==> config.mk <==
export PLATFORM = sky130hd
export DESIGN_NAME = sltx_ctrl
export DESIGN_NICKNAME = d
export VERILOG_FILES = /design/src/verilog/sltx_pkg.sv /design/src/verilog/sltx_ctrl.sv
export SDC_FILE = /design/constraint.sdc
export NUM_CORES = 1
export LEC_CHECK = 0
export BUFFER_PORTS_ARGS = -buffer_cell sky130_fd_sc_hd__buf_2
export CAP_MARGIN = 25
export CELL_PAD_IN_SITES_DETAIL_PLACEMENT = 0
export CELL_PAD_IN_SITES_GLOBAL_PLACEMENT = 1
export CORE_AREA = 3 3 96 98
export DETAILED_ROUTE_END_ITERATION = 8
export DIE_AREA = 0 0 99 101
export PLACE_DENSITY = 0.76
export SYNTH_ARGS = -nofsm -noshare
export SYNTH_HDL_FRONTEND = slang
export SYNTH_SLANG_ARGS = --single-unit
==> constraint.sdc <==
create_clock -name clk_in -period 1.3 [get_ports clk_in]
set_input_delay 0.26 -clock clk_in [delete_from_list [all_inputs] [get_ports clk_in]]
set_output_delay 0.26 -clock clk_in [all_outputs]
set_load 0.005 [all_outputs]
==> src/verilog/sltx_pkg.sv <==
package sltx_pkg;

	// ----------------------------------------------------------------
	// register selects and field positions
	// ----------------------------------------------------------------
	localparam logic [0:0] REG_TX_CONTROL_STATUS  = 1'h0;
	localparam logic [0:0] REG_TX_HOLDING_BUFFER  = 1'h1;
	localparam int         BIT_TX_READY           = 7;
	localparam int         BIT_TX_IRQ_ENABLE      = 6;
	localparam int         BIT_LOOPBACK_TEST      = 2;
	localparam int         BIT_BREAK_CONTROL      = 0;
	localparam int         BIT_MODEM_IRQ_ENABLE   = 5;

	// ----------------------------------------------------------------
	// reset values and defaults
	// ----------------------------------------------------------------
	localparam logic [2:0] DEF_PRIORITY_LEVEL     = 3'h4;
	localparam logic [8:0] DEF_CONSOLE_VECTOR     = 9'h030;
	localparam logic [8:0] DEF_FLOATING_VECTOR    = 9'h0c0;
	localparam int         MODEM_INPUT_COUNT      = 4;

	// idle: drain one holding char; shift: a char is on the line
	typedef enum logic [1:0] {
		SLTX_IDLE  = 2'b00,
		SLTX_SHIFT = 2'b01
	} sltx_state_e;

	typedef enum logic [1:0] {
		SLTX_ARB_IDLE  = 2'b00,
		SLTX_ARB_REQ   = 2'b01,
		SLTX_ARB_GRANT = 2'b11
	} sltx_arb_e;

endpackage

==> src/verilog/sltx_ctrl.sv <==
// Behaviour
// - ready flag in control bit 07 shows holding buffer empty and able to accept.
// - ready flag read-only; clear pulse sets it, buffer write clears it.
// - ready flag rising with enable bit 06 starts transmitter interrupt request.
// - interrupt enable, loopback and break bits read/write, cleared by clear pulse.
// - loopback bit 02 feeds receiver from transmitter output, ignoring line input.
// - loopback bit 02 makes receiver run at the transmitter bit rate.
// - break bit 00 holds serial output at continuous space.
// - buffer takes write bits 07-00 as character; bits 15-08 ignored.
// - two independent channels; receiver granted first when both request.
// - receive done rising with receive enable starts a receiver data request.
// - modem change rising with modem enable bit 05 also requests receiver channel.
// - change on carrier, clear to send, secondary receive or ring sets modem flag.
// - receiver data and modem sources share one channel and one vector.
// - both channels request at level 4 by default; level set by plug.
// - jumper vector; console default octal 060, else floating vector.
// - raise request line, take bus on grant, present vector.
// - receive done sets at middle of first stop bit.
// - double buffered; first load frees ready quickly, second holds it a character.
`timescale 1ns/1ps
module sltx_ctrl #(
	parameter logic [2:0] PRIORITY_LEVEL = sltx_pkg::DEF_PRIORITY_LEVEL,
	parameter logic [8:0] VECTOR         = sltx_pkg::DEF_CONSOLE_VECTOR,
	parameter int         DATA_BITS      = 8
) (
	input  wire logic        clk_in,
	input  wire logic        srst_in,
	input  wire logic        clk_en_in,
	input  wire logic        bus_init_in,
	input  wire logic        reg_sel_in,
	input  wire logic        reg_wr_in,
	input  wire logic        reg_rd_in,
	input  wire logic [15:0] reg_wdata_in,
	output logic      [15:0] reg_rdata_out,
	output logic             shift_load_out,
	output logic      [7:0]  shift_data_out,
	input  wire logic        shift_done_in,
	input  wire logic        shift_serial_in,
	output logic             serial_out,
	input  wire logic        serial_line_in,
	output logic             rx_serial_out,
	input  wire logic        tx_rate_tick_in,
	input  wire logic        rx_rate_tick_in,
	output logic             rx_rate_tick_out,
	output logic             loopback_test_out,
	input  wire logic        rx_char_done_in,
	input  wire logic        rx_irq_enable_in,
	input  wire logic        modem_irq_enable_in,
	input  wire logic        carrier_detect_in,
	input  wire logic        cts_in,
	input  wire logic        secondary_receive_in,
	input  wire logic        ring_in,
	input  wire logic        modem_change_clear_in,
	output logic             modem_change_out,
	output logic             bus_request_line_out,
	output logic      [2:0]  bus_request_level_out,
	input  wire logic        bus_grant_in,
	output logic             bus_vector_valid_out,
	output logic      [8:0]  bus_vector_out,
	output logic             rx_irq_pending_out,
	output logic             tx_irq_pending_out
);
	import sltx_pkg::*;

	// ----------------------------------------------------------------
	// elaboration checks
	// ----------------------------------------------------------------
	if (DATA_BITS < 5 || DATA_BITS > 8) begin : g_bad_bits
		$error("data bits must lie between 5 and 8");
	end
	if (VECTOR[1:0] != 2'h0) begin : g_bad_vec
		$error("vector must be a multiple of four");
	end
	// the transmitter vector sits four above the base and must not wrap
	if (VECTOR > 9'h1f8) begin : g_vec_wrap
		$error("vector leaves no room for the transmitter vector");
	end

	// ----------------------------------------------------------------
	// state
	// ----------------------------------------------------------------
	typedef struct packed {
		// control register
		logic        tx_ready;
		logic        tx_irq_enable;
		logic        loopback_test;
		logic        break_ctrl;
		// transmit double buffer: hold stage, then the char on the line
		logic        hold_full;
		logic [7:0]  hold_data;
		sltx_state_e shift_state;
		logic        load;
		logic [7:0]  shift_data;
		// interrupt requests and their edge detectors
		logic        tx_req;
		logic        rx_req;
		logic        rx_done_prev;
		logic        modem_flag;
		logic        modem_prev;
		// pin synchronisers
		logic [MODEM_INPUT_COUNT-1:0] modem_s1;
		logic [MODEM_INPUT_COUNT-1:0] modem_s2;
		logic [MODEM_INPUT_COUNT-1:0] modem_last;
		logic        line_s1;
		logic        line_s2;
		// bus arbiter, vector and read data
		sltx_arb_e   arb;
		logic        grant_rx;
		logic        vec_valid;
		logic [8:0]  vec;
		logic [15:0] rdata;
	} sltx_ctrl_s;

	sltx_ctrl_s st_q;
	sltx_ctrl_s st_d;

	function automatic logic [7:0] right_justify(input logic [15:0] w);
		logic [7:0] m;
		// bits above the configured width are dropped so they never reach the line
		m = 8'hff >> (8 - DATA_BITS);
		return w[7:0] & m;
	endfunction

	// ----------------------------------------------------------------
	// next state
	// ----------------------------------------------------------------
	always_comb begin
		logic wr_csr;
		logic wr_buf;
		logic modem_changed;
		logic modem_rise;
		logic done_rise;
		logic ready_set;
		wr_csr = 1'b0;
		wr_buf = 1'b0;
		modem_changed = 1'b0;
		modem_rise = 1'b0;
		done_rise = 1'b0;
		ready_set = 1'b0;
		st_d = st_q;
		st_d.load = 1'b0;
		st_d.vec_valid = 1'b0;

		// ----------------------------------------------------------------
		// pin synchronisers
		// ----------------------------------------------------------------
		// only the second and third flops are read by logic; the first may be metastable
		st_d.modem_s1 = {ring_in, secondary_receive_in, cts_in, carrier_detect_in};
		st_d.modem_s2 = st_q.modem_s1;
		st_d.modem_last = st_q.modem_s2;
		st_d.line_s1 = serial_line_in;
		st_d.line_s2 = st_q.line_s1;

		// ----------------------------------------------------------------
		// register writes
		// ----------------------------------------------------------------
		// ready is read-only, so bit 07 of a control write is ignored
		wr_csr = reg_wr_in && reg_sel_in == REG_TX_CONTROL_STATUS;
		wr_buf = reg_wr_in && reg_sel_in == REG_TX_HOLDING_BUFFER;

		if (wr_csr) begin
			st_d.tx_irq_enable = reg_wdata_in[BIT_TX_IRQ_ENABLE];
			st_d.loopback_test = reg_wdata_in[BIT_LOOPBACK_TEST];
			st_d.break_ctrl    = reg_wdata_in[BIT_BREAK_CONTROL];
		end

		// ----------------------------------------------------------------
		// transmit double buffer
		// ----------------------------------------------------------------
		// shifter hands back its register when done; holding buffer refills it
		if (st_q.shift_state == SLTX_SHIFT && shift_done_in) begin
			st_d.shift_state = SLTX_IDLE;
		end
		if (st_d.shift_state == SLTX_IDLE && st_q.hold_full) begin
			st_d.shift_state = SLTX_SHIFT;
			st_d.shift_data  = st_q.hold_data;
			st_d.load        = 1'b1;
			st_d.hold_full   = 1'b0;
		end
		// a write while full and the shifter busy overwrites the waiting char, as ready was clear
		if (wr_buf) begin
			st_d.hold_data = right_justify(reg_wdata_in);
			st_d.hold_full = 1'b1;
		end
		st_d.tx_ready = !st_d.hold_full;
		ready_set = st_d.tx_ready && !st_q.tx_ready;

		// ----------------------------------------------------------------
		// transmit request
		// ----------------------------------------------------------------
		// event wins over the arbiter clearing the request
		if (ready_set && st_d.tx_irq_enable) begin
			st_d.tx_req = 1'b1;
		end
		if (!st_d.tx_irq_enable) begin
			st_d.tx_req = 1'b0;
		end

		// ----------------------------------------------------------------
		// modem change
		// ----------------------------------------------------------------
		// set wins over the software clear so no change is lost
		modem_changed = |(st_q.modem_s2 ^ st_q.modem_last);
		if (modem_change_clear_in) begin
			st_d.modem_flag = 1'b0;
		end
		if (modem_changed) begin
			st_d.modem_flag = 1'b1;
		end
		modem_rise = st_d.modem_flag && !st_q.modem_prev;
		st_d.modem_prev = st_d.modem_flag;

		// ----------------------------------------------------------------
		// receive done
		// ----------------------------------------------------------------
		done_rise = rx_char_done_in && !st_q.rx_done_prev;
		st_d.rx_done_prev = rx_char_done_in;

		// ----------------------------------------------------------------
		// request / grant / vector
		// ----------------------------------------------------------------
		unique case (st_q.arb)
			// a level request; it drops if both channels withdraw before grant
			SLTX_ARB_IDLE: begin
				if (st_q.rx_req || st_q.tx_req) begin
					st_d.arb = SLTX_ARB_REQ;
				end
			end
			SLTX_ARB_REQ: begin
				// one grant serves one channel; the other waits for the next round
				if (bus_grant_in) begin
					st_d.arb       = SLTX_ARB_GRANT;
					st_d.grant_rx  = st_q.rx_req;
					st_d.vec_valid = 1'b1;
					st_d.vec       = st_q.rx_req ? VECTOR : VECTOR + 9'h004;
					if (st_q.rx_req) begin
						st_d.rx_req = 1'b0;
					end else begin
						st_d.tx_req = 1'b0;
					end
				end else if (!st_q.rx_req && !st_q.tx_req) begin
					st_d.arb = SLTX_ARB_IDLE;
				end
			end
			// wait for the grant to drop so one grant is never used twice
			SLTX_ARB_GRANT: begin
				if (!bus_grant_in) begin
					st_d.arb = SLTX_ARB_IDLE;
				end
			end
			default: st_d.arb = SLTX_ARB_IDLE;
		endcase

		// ----------------------------------------------------------------
		// receiver request
		// ----------------------------------------------------------------
		// both receiver sources share one request and one vector
		if ((done_rise && rx_irq_enable_in) || (modem_rise && modem_irq_enable_in)) begin
			st_d.rx_req = 1'b1;
		end
		if (!rx_irq_enable_in && !modem_irq_enable_in) begin
			st_d.rx_req = 1'b0;
		end
		if (st_d.tx_ready && !st_q.tx_ready && st_d.tx_irq_enable) begin
			st_d.tx_req = 1'b1;
		end

		// ----------------------------------------------------------------
		// read data
		// ----------------------------------------------------------------
		// the holding buffer is write-only and reads back as zero
		st_d.rdata = 16'h0000;
		if (reg_rd_in && reg_sel_in == REG_TX_CONTROL_STATUS) begin
			st_d.rdata[BIT_TX_READY]      = st_q.tx_ready;
			st_d.rdata[BIT_TX_IRQ_ENABLE] = st_q.tx_irq_enable;
			st_d.rdata[BIT_LOOPBACK_TEST] = st_q.loopback_test;
			st_d.rdata[BIT_BREAK_CONTROL] = st_q.break_ctrl;
		end

		// ----------------------------------------------------------------
		// bus clear
		// ----------------------------------------------------------------
		// the clear pulse overrides the control, buffer, request, modem flag and arbiter state updates above; a vector fetched on a grant that cycle still goes out
		if (bus_init_in) begin
			st_d.tx_ready      = 1'b1;
			st_d.tx_irq_enable = 1'b0;
			st_d.loopback_test = 1'b0;
			st_d.break_ctrl    = 1'b0;
			st_d.hold_full     = 1'b0;
			st_d.shift_state   = SLTX_IDLE;
			st_d.load          = 1'b0;
			st_d.tx_req        = 1'b0;
			st_d.rx_req        = 1'b0;
			st_d.modem_flag    = 1'b0;
			st_d.arb           = SLTX_ARB_IDLE;
		end
	end

	always_ff @(posedge clk_in) begin
		// reset leaves the buffer empty, so ready comes up set
		if (srst_in) begin
			st_q <= '0;
			st_q.tx_ready <= 1'b1;
		end else if (clk_en_in) begin
			st_q <= st_d;
		end
	end

	// ----------------------------------------------------------------
	// outputs
	// ----------------------------------------------------------------
	assign reg_rdata_out         = st_q.rdata;
	assign shift_load_out        = st_q.load;
	assign shift_data_out        = st_q.shift_data;

	// ----------------------------------------------------------------
	// serial path
	// ----------------------------------------------------------------
	// break forces space even mid character; ready keeps running to time it
	assign serial_out            = shift_serial_in && !st_q.break_ctrl;
	assign rx_serial_out         = st_q.loopback_test ? shift_serial_in : st_q.line_s2;
	assign rx_rate_tick_out      = st_q.loopback_test ? tx_rate_tick_in : rx_rate_tick_in;
	assign loopback_test_out     = st_q.loopback_test;
	assign modem_change_out      = st_q.modem_flag;

	// ----------------------------------------------------------------
	// interrupt bus
	// ----------------------------------------------------------------
	assign bus_request_line_out  = st_q.arb == SLTX_ARB_REQ;
	assign bus_request_level_out = PRIORITY_LEVEL;
	assign bus_vector_valid_out  = st_q.vec_valid;
	assign bus_vector_out        = st_q.vec;
	assign rx_irq_pending_out    = st_q.rx_req;
	assign tx_irq_pending_out    = st_q.tx_req;

endmodule

==> results of run 1 <==
[worst max path at each step]
stage	start	end	slack, ps	depth (start not counted)
after floorplan	st_q[33]	rx_irq_pending_out	-2	5
after global placement	st_q[67]	shift_data_out[7]	-130	4
after detailed placement	st_q[67]	shift_data_out[5]	-170	4
after CTS	st_q[33]	rx_irq_pending_out	-100	5
after global routing	st_q[32]	rx_irq_pending_out	-140	5
final	st_q[33]	rx_irq_pending_out	-80	5
[layout make-up]
| cell class | count | share of cell area, % |
|---|---|---|
| multi-input combinational | 172 | 36.7 |
| sequential | 52 | 36.0 |
| timing repair buffer | 78 | 17.7 |
| tap | 108 | 4.65 |
| clock buffer | 5 | 2.37 |
| clock inverter | 2 | 2.07 |
| inverter | 4 | 0.516 |
[cells by family (layout without fill, tap and decap cells)]
| family | after synthesis | in the layout | share of synthesized area [%] |
|---|---|---|---|
| flops | 52 | 52 | 44.5 |
| mux | 36 | 36 | 15.6 |
| xor+xnor | 4 | 4 | 1.50 |
| compound gates | 29 | 29 | 7.81 |
| buf+inv | 52 | 89 | 14.3 |
| other cells | 2 | 21 | 0.321 |
| simple gates | 81 | 82 | 16.0 |
[routing by layer]
metal	wire length, um	GRT usage, %	part of all wire (%)
met1	2260	12.3	45
met2	2470	16.4	49
met3	271	2.63	5.3
met4	68	4.10	1.3
met5	0	0	0
[placed cells by master, fill, tap and decap left out, types with 2 or more instances in the layout]
master and instances:
nor2_1 44, xor2_1 3, nor2b_2 2, a21oi_1 12, nand2b_1 11, nand2_1 5
mux2i_1 33, inv_1 4, nand3_1 6, o21ai_0 5, mux2_4 2, buf_4 21
dfxtp_1 49, o211ai_1 2, clkbuf_8 5, a32oi_1 2, buf_12 4, buf_6 2
bufinv_16 2, nor2b_1 6, buf_2 51, a21o_1 2, conb_1 21, nor3_1 3
dfxtp_2 2
[power groups by stage]
| stage | sequential [uW] | clock (uW) | combinational, uW |
|---|---|---|---|
| after floorplan | 1690 | 0 | 222 |
| after global placement | 1690 | 0 | 328 |
| after detailed placement | 1690 | 0 | 332 |
| after CTS | 1650 | 1340 | 342 |
| after global routing | 1660 | 1400 | 380 |
| final | 1650 | 1280 | 342 |
[per-stage QoR]
| stage | worst slack (ps) | utilization, % | total power, uW |
|---|---|---|---|
| 2_1_floorplan | -1.65 | - | 1910 |
| 3_3_place_gp | -128 | 31.8 | 2020 |
| 3_5_place_dp | -173 | 31.8 | 2020 |
| 4_1_cts | -96.8 | 33.8 | 3330 |
| 5_1_grt | -141 | 34.0 | 3440 |
| 6_report | -84.7 | 34.0 | 3270 |
[timing repair]
| item | CTS | global route |
|---|---|---|
| setup buffers | 1 | 0 |
| pin swaps | 0 | 6 |
| cloned | 0 | 1 |
| endpoints found under the setup margin | 13 | 14 |
| resized for setup | 8 | 4 |
[sequential cells by signal (all words and copies together), names as in the netlist]
register,count
bus_vector_valid_out,1
modem_change_out,1
tx_irq_pending_out,1
reg_rdata_out,4
st_d,9
shift_load_out,1
rx_irq_pending_out,1
bus_vector_out,2
shift_data_out,8
loopback_test_out,1
st_q,23
[worst max-delay path, stage by stage, from the launching register on]
cell,delay [ps]
dfxtp_2,330
xor2_1,150
nor3_1,190
o211ai_1,170
a21o_1,190
a311o_1,250
==> key figures, run 1 <==
Detailed routing
  • Detailed-route wire length: 5.07 mm
  • Antenna-violating nets left: 0
  • Iteration count of the initial detailed-routing pass: 4
  • Mean number of vias per cell: 4.16
  • Routed len/inst: 12.0 um
  • Via count: 1753
  • DRT iter0 DRCs: 43
  • Residual DRC: 0

Worst hold path
  • Hold Path Depth: 3
  • Min-Delay Path Class: input pin to flip-flop
  • Worst Hold Endpoint: st_q[63]
  • HP Start: reg_wdata_in[4]

Placement
  • Cell total after placement: roughly 410
  • Placer Congestion: around 0.8
  • Placed cell area: 2720 um2
  • # port buffers: 53
  • DP HPWL: roughly 3.7 mm

Power
  • Pleak: ~0.0014 uW
  • Seq pwr share: 50.4%
  • NetSw: 711 uW
  • Combinational Power Share: 10.5%
  • VDD IR max: 0.433 mV
  • Power Density: 1130 nW/um2
  • Switching part of the total power: between 20% and 30%
  • Clock power share: 39.1%
  • Internal: about 2600 uW

Global routing
  • Initial antenna violation count: 0
  • Vias in the first global route: 1682
  • Total grt overflow: 0
  • Pin count of the biggest net entering global routing: 28
  • Global-route wire length before repair: ~8 mm
  • GRT Resource Usage Total: 9.97%

Synthesis
  • Synth cell count leaders: dfxtp_1, nor2_1, buf_4, mux2i_1, a21oi_1
  • Count leader, synth: dfxtp_1
  • Post-Syn Area: 2340 um2
  • Post-Syn Instances: about 260
  • Register area share after synthesis: 44.5%
  • Area contributors post-synth: dfxtp_1, mux2i_1, buf_4
  • EDFF count, synth: 0
  • FF+latch count, synth: 52
  • Post-synth ARST share: 0%
  • Yosys warning count: 0
  • Synth area leader: dfxtp_1
  • Synth cell types: 30
  • Synthesized area per cell: approximately 9.1 um2
  • Synth Flop Type: dfxtp_1
  • Top-area cell type share of the netlist area: 44.5%

Floorplanning
  • CORE AREA: 8550 um2
  • Die W: 99 um
  • Die ar.: 10000 um2
  • Die Height: 101 um
  • Top Ports: 83
  • Initial cell density of the core: 27.4%
  • Row count: 34

Finish
  • # nets final: 350
  • Synth-to-Final Area Change: 24.3%
  • Final instance area: 2910 um2
  • Diodes inserted: 0
  • Layout cell share with drive strength beyond 1: 31.0%
  • Layout Cells excl Fill: 421
  • FF/Latch Area: 1050 um2
  • Multi-input logic area: 1070 um2
  • Fillers: 893

STA
  • Fmax: 722 MHz
  • Final setup vio count: 4
  • RSZ-0062 raised after global routing: true
  • Fin crit period: between 1000 and 1500 ps
  • Setup ws final: -84.7 ps
  • Clock Skew: 9.18 ps
  • Final hold violations: 0
  • Final period utilization: 107%
  • Final Max Slew Viols: 0
  • Setup TNS: -227 ps
  • Hold slack final: 187 ps

CTS
  • TritonCTS clock tree: yes
  • Clock transition at path regs: 90 ps
  • Clock Path Buffers: 2
  • CTS Buf Count: 5
  • H-tree lvl count: 2
  • Clk_lat worst skew: 300 ps
  • Root buf cell: clkbuf_8
  • CTS sink count: 52
  • CTS Hold Buffers Added: 0

Worst setup path
  • Reg2Reg Setup Slack: -80 ps
  • Reg2reg end: rx_irq_pending_out
  • Worst Path Required: 1490 ps
  • R2R Path Start: st_q[33]
  • Crit path max fanout: 3
  • WS Path Type: flip-flop to flip-flop
  • Worst setup EP type: flip-flop
  • Reg2reg path depth: 5
  • WP data arrival: 1580 ps
  • Setup crit start kind: flip-flop

Flow run
  • Max cap viols: 0

Outcome
  • Failing checks: setup timing
  • Outcome: finished with violations
(Power assumes the default switching activity.)
==> inputs of run 2 (changes only) <==
Settings changed: MAX_ROUTING_LAYER from default to met4.
==> key figures, run 2 (synthesized netlist as in run 1, its figures left out) <==
Global routing
  • Initial antenna violation count: 0 (unchanged)
  • Total grt overflow: 0 (unchanged)
  • Vias in the first global route: 1685 (+0.18%)
  • Global-route wire length before repair: 7.96 mm (-0.18%)
  • GRT Resource Usage Total: 10.3% (+0.29 points)
  • Pin count of the biggest net entering global routing: 28 (unchanged)

Finish
  • # nets final: 350 (unchanged)
  • Max reg flops: 23 (unchanged)
  • Synth-to-Final Area Change: 24.3% (unchanged)
  • Top reg by flops: st_q
  • Most frequent cells in the layout: buf_2, dfxtp_1, nor2_1, mux2i_1
  • Fin util: 34.0% (unchanged)
  • Multi-input logic area: 1070 um2 (unchanged)
  • FF/Latch Area: 1050 um2 (unchanged)
  • Layout cell share with drive strength beyond 1: 31.0% (unchanged)
  • Fillers: 893 (unchanged)
  • Leading cell type in the layout, fill and taps excluded: buf_2
  • Diodes inserted: 0 (unchanged)

Floorplanning
  • Die Height: 101 um (unchanged)
  • Die W: 99 um (unchanged)
  • Row count: 34 (unchanged)
  • Top Ports: 83 (unchanged)
  • Initial cell density of the core: 27.4% (unchanged)
  • CORE AREA: 8550 um2 (unchanged)
  • Die ar.: 10000 um2 (unchanged)

CTS
  • TritonCTS clock tree: yes
  • Clk_lat worst skew: 300 ps (about the same)
  • CTS sink count: 52 (unchanged)
  • Clock transition at path regs: 90 ps (about the same)
  • CTS Buf Count: 5 (unchanged)
  • Root buf cell: clkbuf_8
  • Clock Path Buffers: 2 (unchanged)
  • H-tree lvl count: 2 (unchanged)

STA
  • RSZ-0062 raised after global routing: true
  • Final period utilization: 107% (about the same)
  • Setup ws final: -85.2 ps (-0.470 ps)
  • Final hold violations: 0 (unchanged)
  • Hold slack final: 188 ps (+1.32 ps)
  • Final Max Slew Viols: 0 (unchanged)
  • Final setup vio count: 4 (unchanged)
  • Setup TNS: -228 ps (-0.658 ps)
  • Fin crit period: 1390 ps (+0.470 ps)
  • Clock Skew: 8.69 ps (-0.486 ps)
  • Fmax: 722 MHz (about the same)

Worst setup path
  • Slowest CP cell: dfxtp_2
  • WS Path Type: flip-flop to flip-flop
  • Crit-path cells: xor2_1 -> nor3_1 -> o211ai_1 -> a21o_1 -> a311o_1
  • Crit path from: st_q[33]
  • Worst Path Required: 1490 ps (about the same)
  • R2R Path Start: st_q[33]
  • WP data arrival: 1580 ps (about the same)
  • Crit path max fanout: 3 (unchanged)
  • Setup crit start kind: flip-flop
  • Worst setup EP type: flip-flop
  • Worst path max stage delay: 330 ps (about the same)

Detailed routing
  • Detailed-route wire length: 5.12 mm (+0.97%)
  • Routed len/inst: 12.2 um (+0.97%)
  • Mean number of vias per cell: 4.17 (+0.23%)
  • Antenna-violating nets left: 0 (unchanged)
  • DRT iter0 DRCs: 55 (+28%)
  • Residual DRC: 0 (unchanged)
  • Iteration count of the initial detailed-routing pass: 4 (unchanged)
  • Via count: 1757 (+0.23%)

Flow run
  • Max cap viols: 0 (unchanged)

Placement
  • Place WS: -173 ps (unchanged)
  • # port buffers: 53 (unchanged)
  • DP HPWL: 3.75 mm (unchanged)
  • Placer Congestion: 0.797 (+1.4%)

Outcome
  • Failing checks: setup timing
  • Outcome: finished with violations

Worst hold path
  • HP Start: reg_wdata_in[4]
  • Min-Delay Path Class: input pin to flip-flop

Power
  • Power Density: 1130 nW/um2 (about the same)
  • VDD IR max: 0.432 mV (-0.30%)
  • Pleak: 0.00138 uW (unchanged)
run 2: cell counts in the layout (fill, tap and decap cells not counted):
No cell type changed its count.
run 2: per-layer routing:
layer	global-route usage, %	share of wire, %	routed length (um)
met1	12.5	45	2290
met2	16.5	49	2500
met3	2.35	4.9	251
met4	4.10	1.4	70
met5	-	0	0
run 2: layout make-up:
type | count | share of cell area [%]
multi-input cells | 172 | 36.7
flip-flops and latches | 52 | 36.0
repair buffers | 78 | 17.7
well taps | 108 | 4.65
clock buffers | 5 | 2.37
clock inverters | 2 | 2.07
inverters | 4 | 0.516
run 2: path summary, 6_finish.rpt:
kind                                            to  depth (start not counted)  slack (ps)
worst max-delay path            rx_irq_pending_out                          5         -90
worst min-delay path                      st_q[63]                          3         190
worst max register to register  rx_irq_pending_out                          5         -90
worst min register to register   bus_vector_out[4]                          2         470
run 2: what timing repair did:
item	4_1_cts	5_1_grt
endpoints found under the setup margin	13	14
hold buffers	0	0
buffers inserted	1	0
cloned	0	1
resized for setup	8	4
pin swaps	0	6
run 2: critical path, delay by kind of cell (launching register included):
kind	cells	cell delay, ps
compound gates	3	610
simple gates	1	190
flops	1	330
xor+xnor	1	150
run 2: power breakdown:
part           switching (uW)  internal, uW
Sequential               22.6          1630
Combinational             167           176
Clock                     523           758
Total                     713          2560
run 2: stage by stage:
step           power (uW)  instances  instance area, um2
3_3_place_gp         2020        412                2720
5_1_grt              3440        421                2910
4_1_cts              3330        420                2890
6_report             3280        421                2910
2_1_floorplan        1910        275                2410
3_5_place_dp         2020        412                2720
==> inputs of run 3 (changes only) <==
Settings changed: TNS_END_PERCENT from default to 10.
==> key figures, run 3 (synthesized netlist as in run 1, its figures left out) <==
Global routing
  • Initial antenna violation count: 0 (unchanged)
  • Total grt overflow: 0 (unchanged)
  • Global-route wire length before repair: 7.96 mm (unchanged)
  • GRT Resource Usage Total: 10.3% (unchanged)
  • Vias in the first global route: 1685 (unchanged)
  • Pin count of the biggest net entering global routing: 28 (unchanged)

CTS
  • CTS Buf Count: 5 (unchanged)
  • CTS sink count: 52 (unchanged)
  • Clock transition at path regs: 90 ps (about the same)
  • Root buf cell: clkbuf_8
  • H-tree lvl count: 2 (unchanged)
  • CTS Hold Buffers Added: 0 (unchanged)
  • Clock Path Buffers: 2 (unchanged)
  • Clk_lat worst skew: 300 ps (about the same)
  • TritonCTS clock tree: yes

Worst setup path
  • Worst Path Required: 1490 ps (about the same)
  • Crit path max fanout: 3 (unchanged)
  • R2R Path Start: st_q[33]
  • WP data arrival: 1580 ps (about the same)
  • WS Path Type: flip-flop to flip-flop
  • Worst setup EP type: flip-flop
  • Setup crit start kind: flip-flop
  • Crit path from: st_q[33]

Finish
  • Synth-to-Final Area Change: 24.2% (about the same)
  • FF/Latch Area: 1050 um2 (unchanged)
  • Diodes inserted: 0 (unchanged)
  • Max reg flops: 23 (unchanged)
  • Most frequent cells in the layout: buf_2, dfxtp_1, nor2_1, mux2i_1
  • Layout cell share with drive strength beyond 1: 30.8% (-0.22 points)
  • Fillers: 892 (-0.11%)
  • Leading cell type in the layout, fill and taps excluded: buf_2
  • Final instance area: 2910 um2 (about the same)
  • Multi-input logic area: 1060 um2 (-0.23%)
  • Top reg by flops: st_q
  • Fin util: 34.0% (about the same)
  • # nets final: 349 (-0.29%)

Flow run
  • Max cap viols: 0 (unchanged)

Floorplanning
  • Die ar.: 10000 um2 (unchanged)
  • CORE AREA: 8550 um2 (unchanged)
  • Row count: 34 (unchanged)
  • Top Ports: 83 (unchanged)
  • Die Height: 101 um (unchanged)
  • Die W: 99 um (unchanged)
  • Initial cell density of the core: 27.4% (unchanged)

Worst hold path
  • HP Start: reg_wdata_in[4]
  • Min-Delay Path Class: input pin to flip-flop

STA
  • Final setup vio count: 4 (unchanged)
  • Fmax: 719 MHz (-0.47%)
  • Final period utilization: 107% (+0.50 points)
  • Final hold violations: 0 (unchanged)
  • Final Max Slew Viols: 0 (unchanged)
  • Setup ws final: -91.7 ps (-6.52 ps)
  • Clock Skew: 9.14 ps (+0.443 ps)
  • RSZ-0062 raised after global routing: true
  • Fin crit period: 1390 ps (+6.52 ps)

Detailed routing
  • DRT iter0 DRCs: 48 (-13%)
  • Iteration count of the initial detailed-routing pass: 4 (unchanged)
  • Residual DRC: 0 (unchanged)
  • Routed len/inst: 11.9 um (-2.3%)
  • Via count: 1756 (-0.057%)
  • Antenna-violating nets left: 0 (unchanged)
  • Mean number of vias per cell: 4.18 (+0.18%)
  • Detailed-route wire length: 4.99 mm (-2.5%)

Placement
  • # port buffers: 53 (unchanged)
  • Placed cell area: 2720 um2 (unchanged)
  • Placer Congestion: 0.797 (unchanged)
  • DP HPWL: 3.75 mm (unchanged)

Outcome
  • Failing checks: setup timing
  • Outcome: finished with violations

Power
  • Power Density: 1130 nW/um2 (about the same)
  • VDD IR max: 0.432 mV (about the same)
  • Pleak: 0.00138 uW (-0.28%)
run 3: cell type report:
| type | count | share of cell area [%] |
|---|---|---|
| clock buffers | 5 | 2.37 |
| clock inverters | 2 | 2.07 |
| inverters | 4 | 0.517 |
| multi-input cells | 171 | 36.6 |
| flip-flops and latches | 52 | 36.0 |
| well taps | 108 | 4.65 |
| repair buffers | 78 | 17.7 |
run 3: report_power, final:
group,internal (uW),switching (uW),leakage (uW)
Clock,758,523,0.0000642
Sequential,1630,22.6,0.000423
Combinational,175,166,0.000890
run 3: metal layers:
metal	GRT usage, %	wire [um]	share of wire, %	vias to the layer above
li1	-	-	-	902
met1	12.5	2250	45	810
met2	16.5	2420	49	40
met3	2.35	249	5.0	4
met4	4.10	70	1.4	0
met5	-	0	0	-
run 3: what timing repair did:
| item | in CTS | in global routing |
|---|---|---|
| pin swaps | 0 | 2 |
| buffers inserted | 1 | 0 |
| endpoints found under the setup margin | 13 | 14 |
| gates resized for setup | 8 | 5 |
| hold endpoints to repair | 0 | 0 |
run 3: final timing paths:
kind	endpoint	slack, ps	cells past startpoint
hold / removal	st_q[63]	190	3
setup / recovery	rx_irq_pending_out	-90	5
hold reg to reg	bus_vector_out[4]	470	2
setup reg to reg	rx_irq_pending_out	-90	5
run 3: worst max-delay path, stage by stage (launching register included):
cell and delay [ps]:
dfxtp_2 330, xor2_1 150, nor3_1 190, o211ai_1 170, a21o_1 190, a311o_1 250
run 3: through the flow:
step | total power [uW] | setup slack (ps) | hold WS [ps] | std cells | setup TNS, ps
final | 3270 | -91.7 | 187 | 420 | -228
after global routing | 3430 | -141 | 189 | 420 | -462
after CTS | 3330 | -96.8 | 174 | 420 | -273
after detailed placement | 2020 | -173 | 458 | 412 | -1430
after global placement | 2020 | -128 | 452 | 412 | -1180
after floorplan | 1910 | -1.65 | 404 | 275 | -1.65
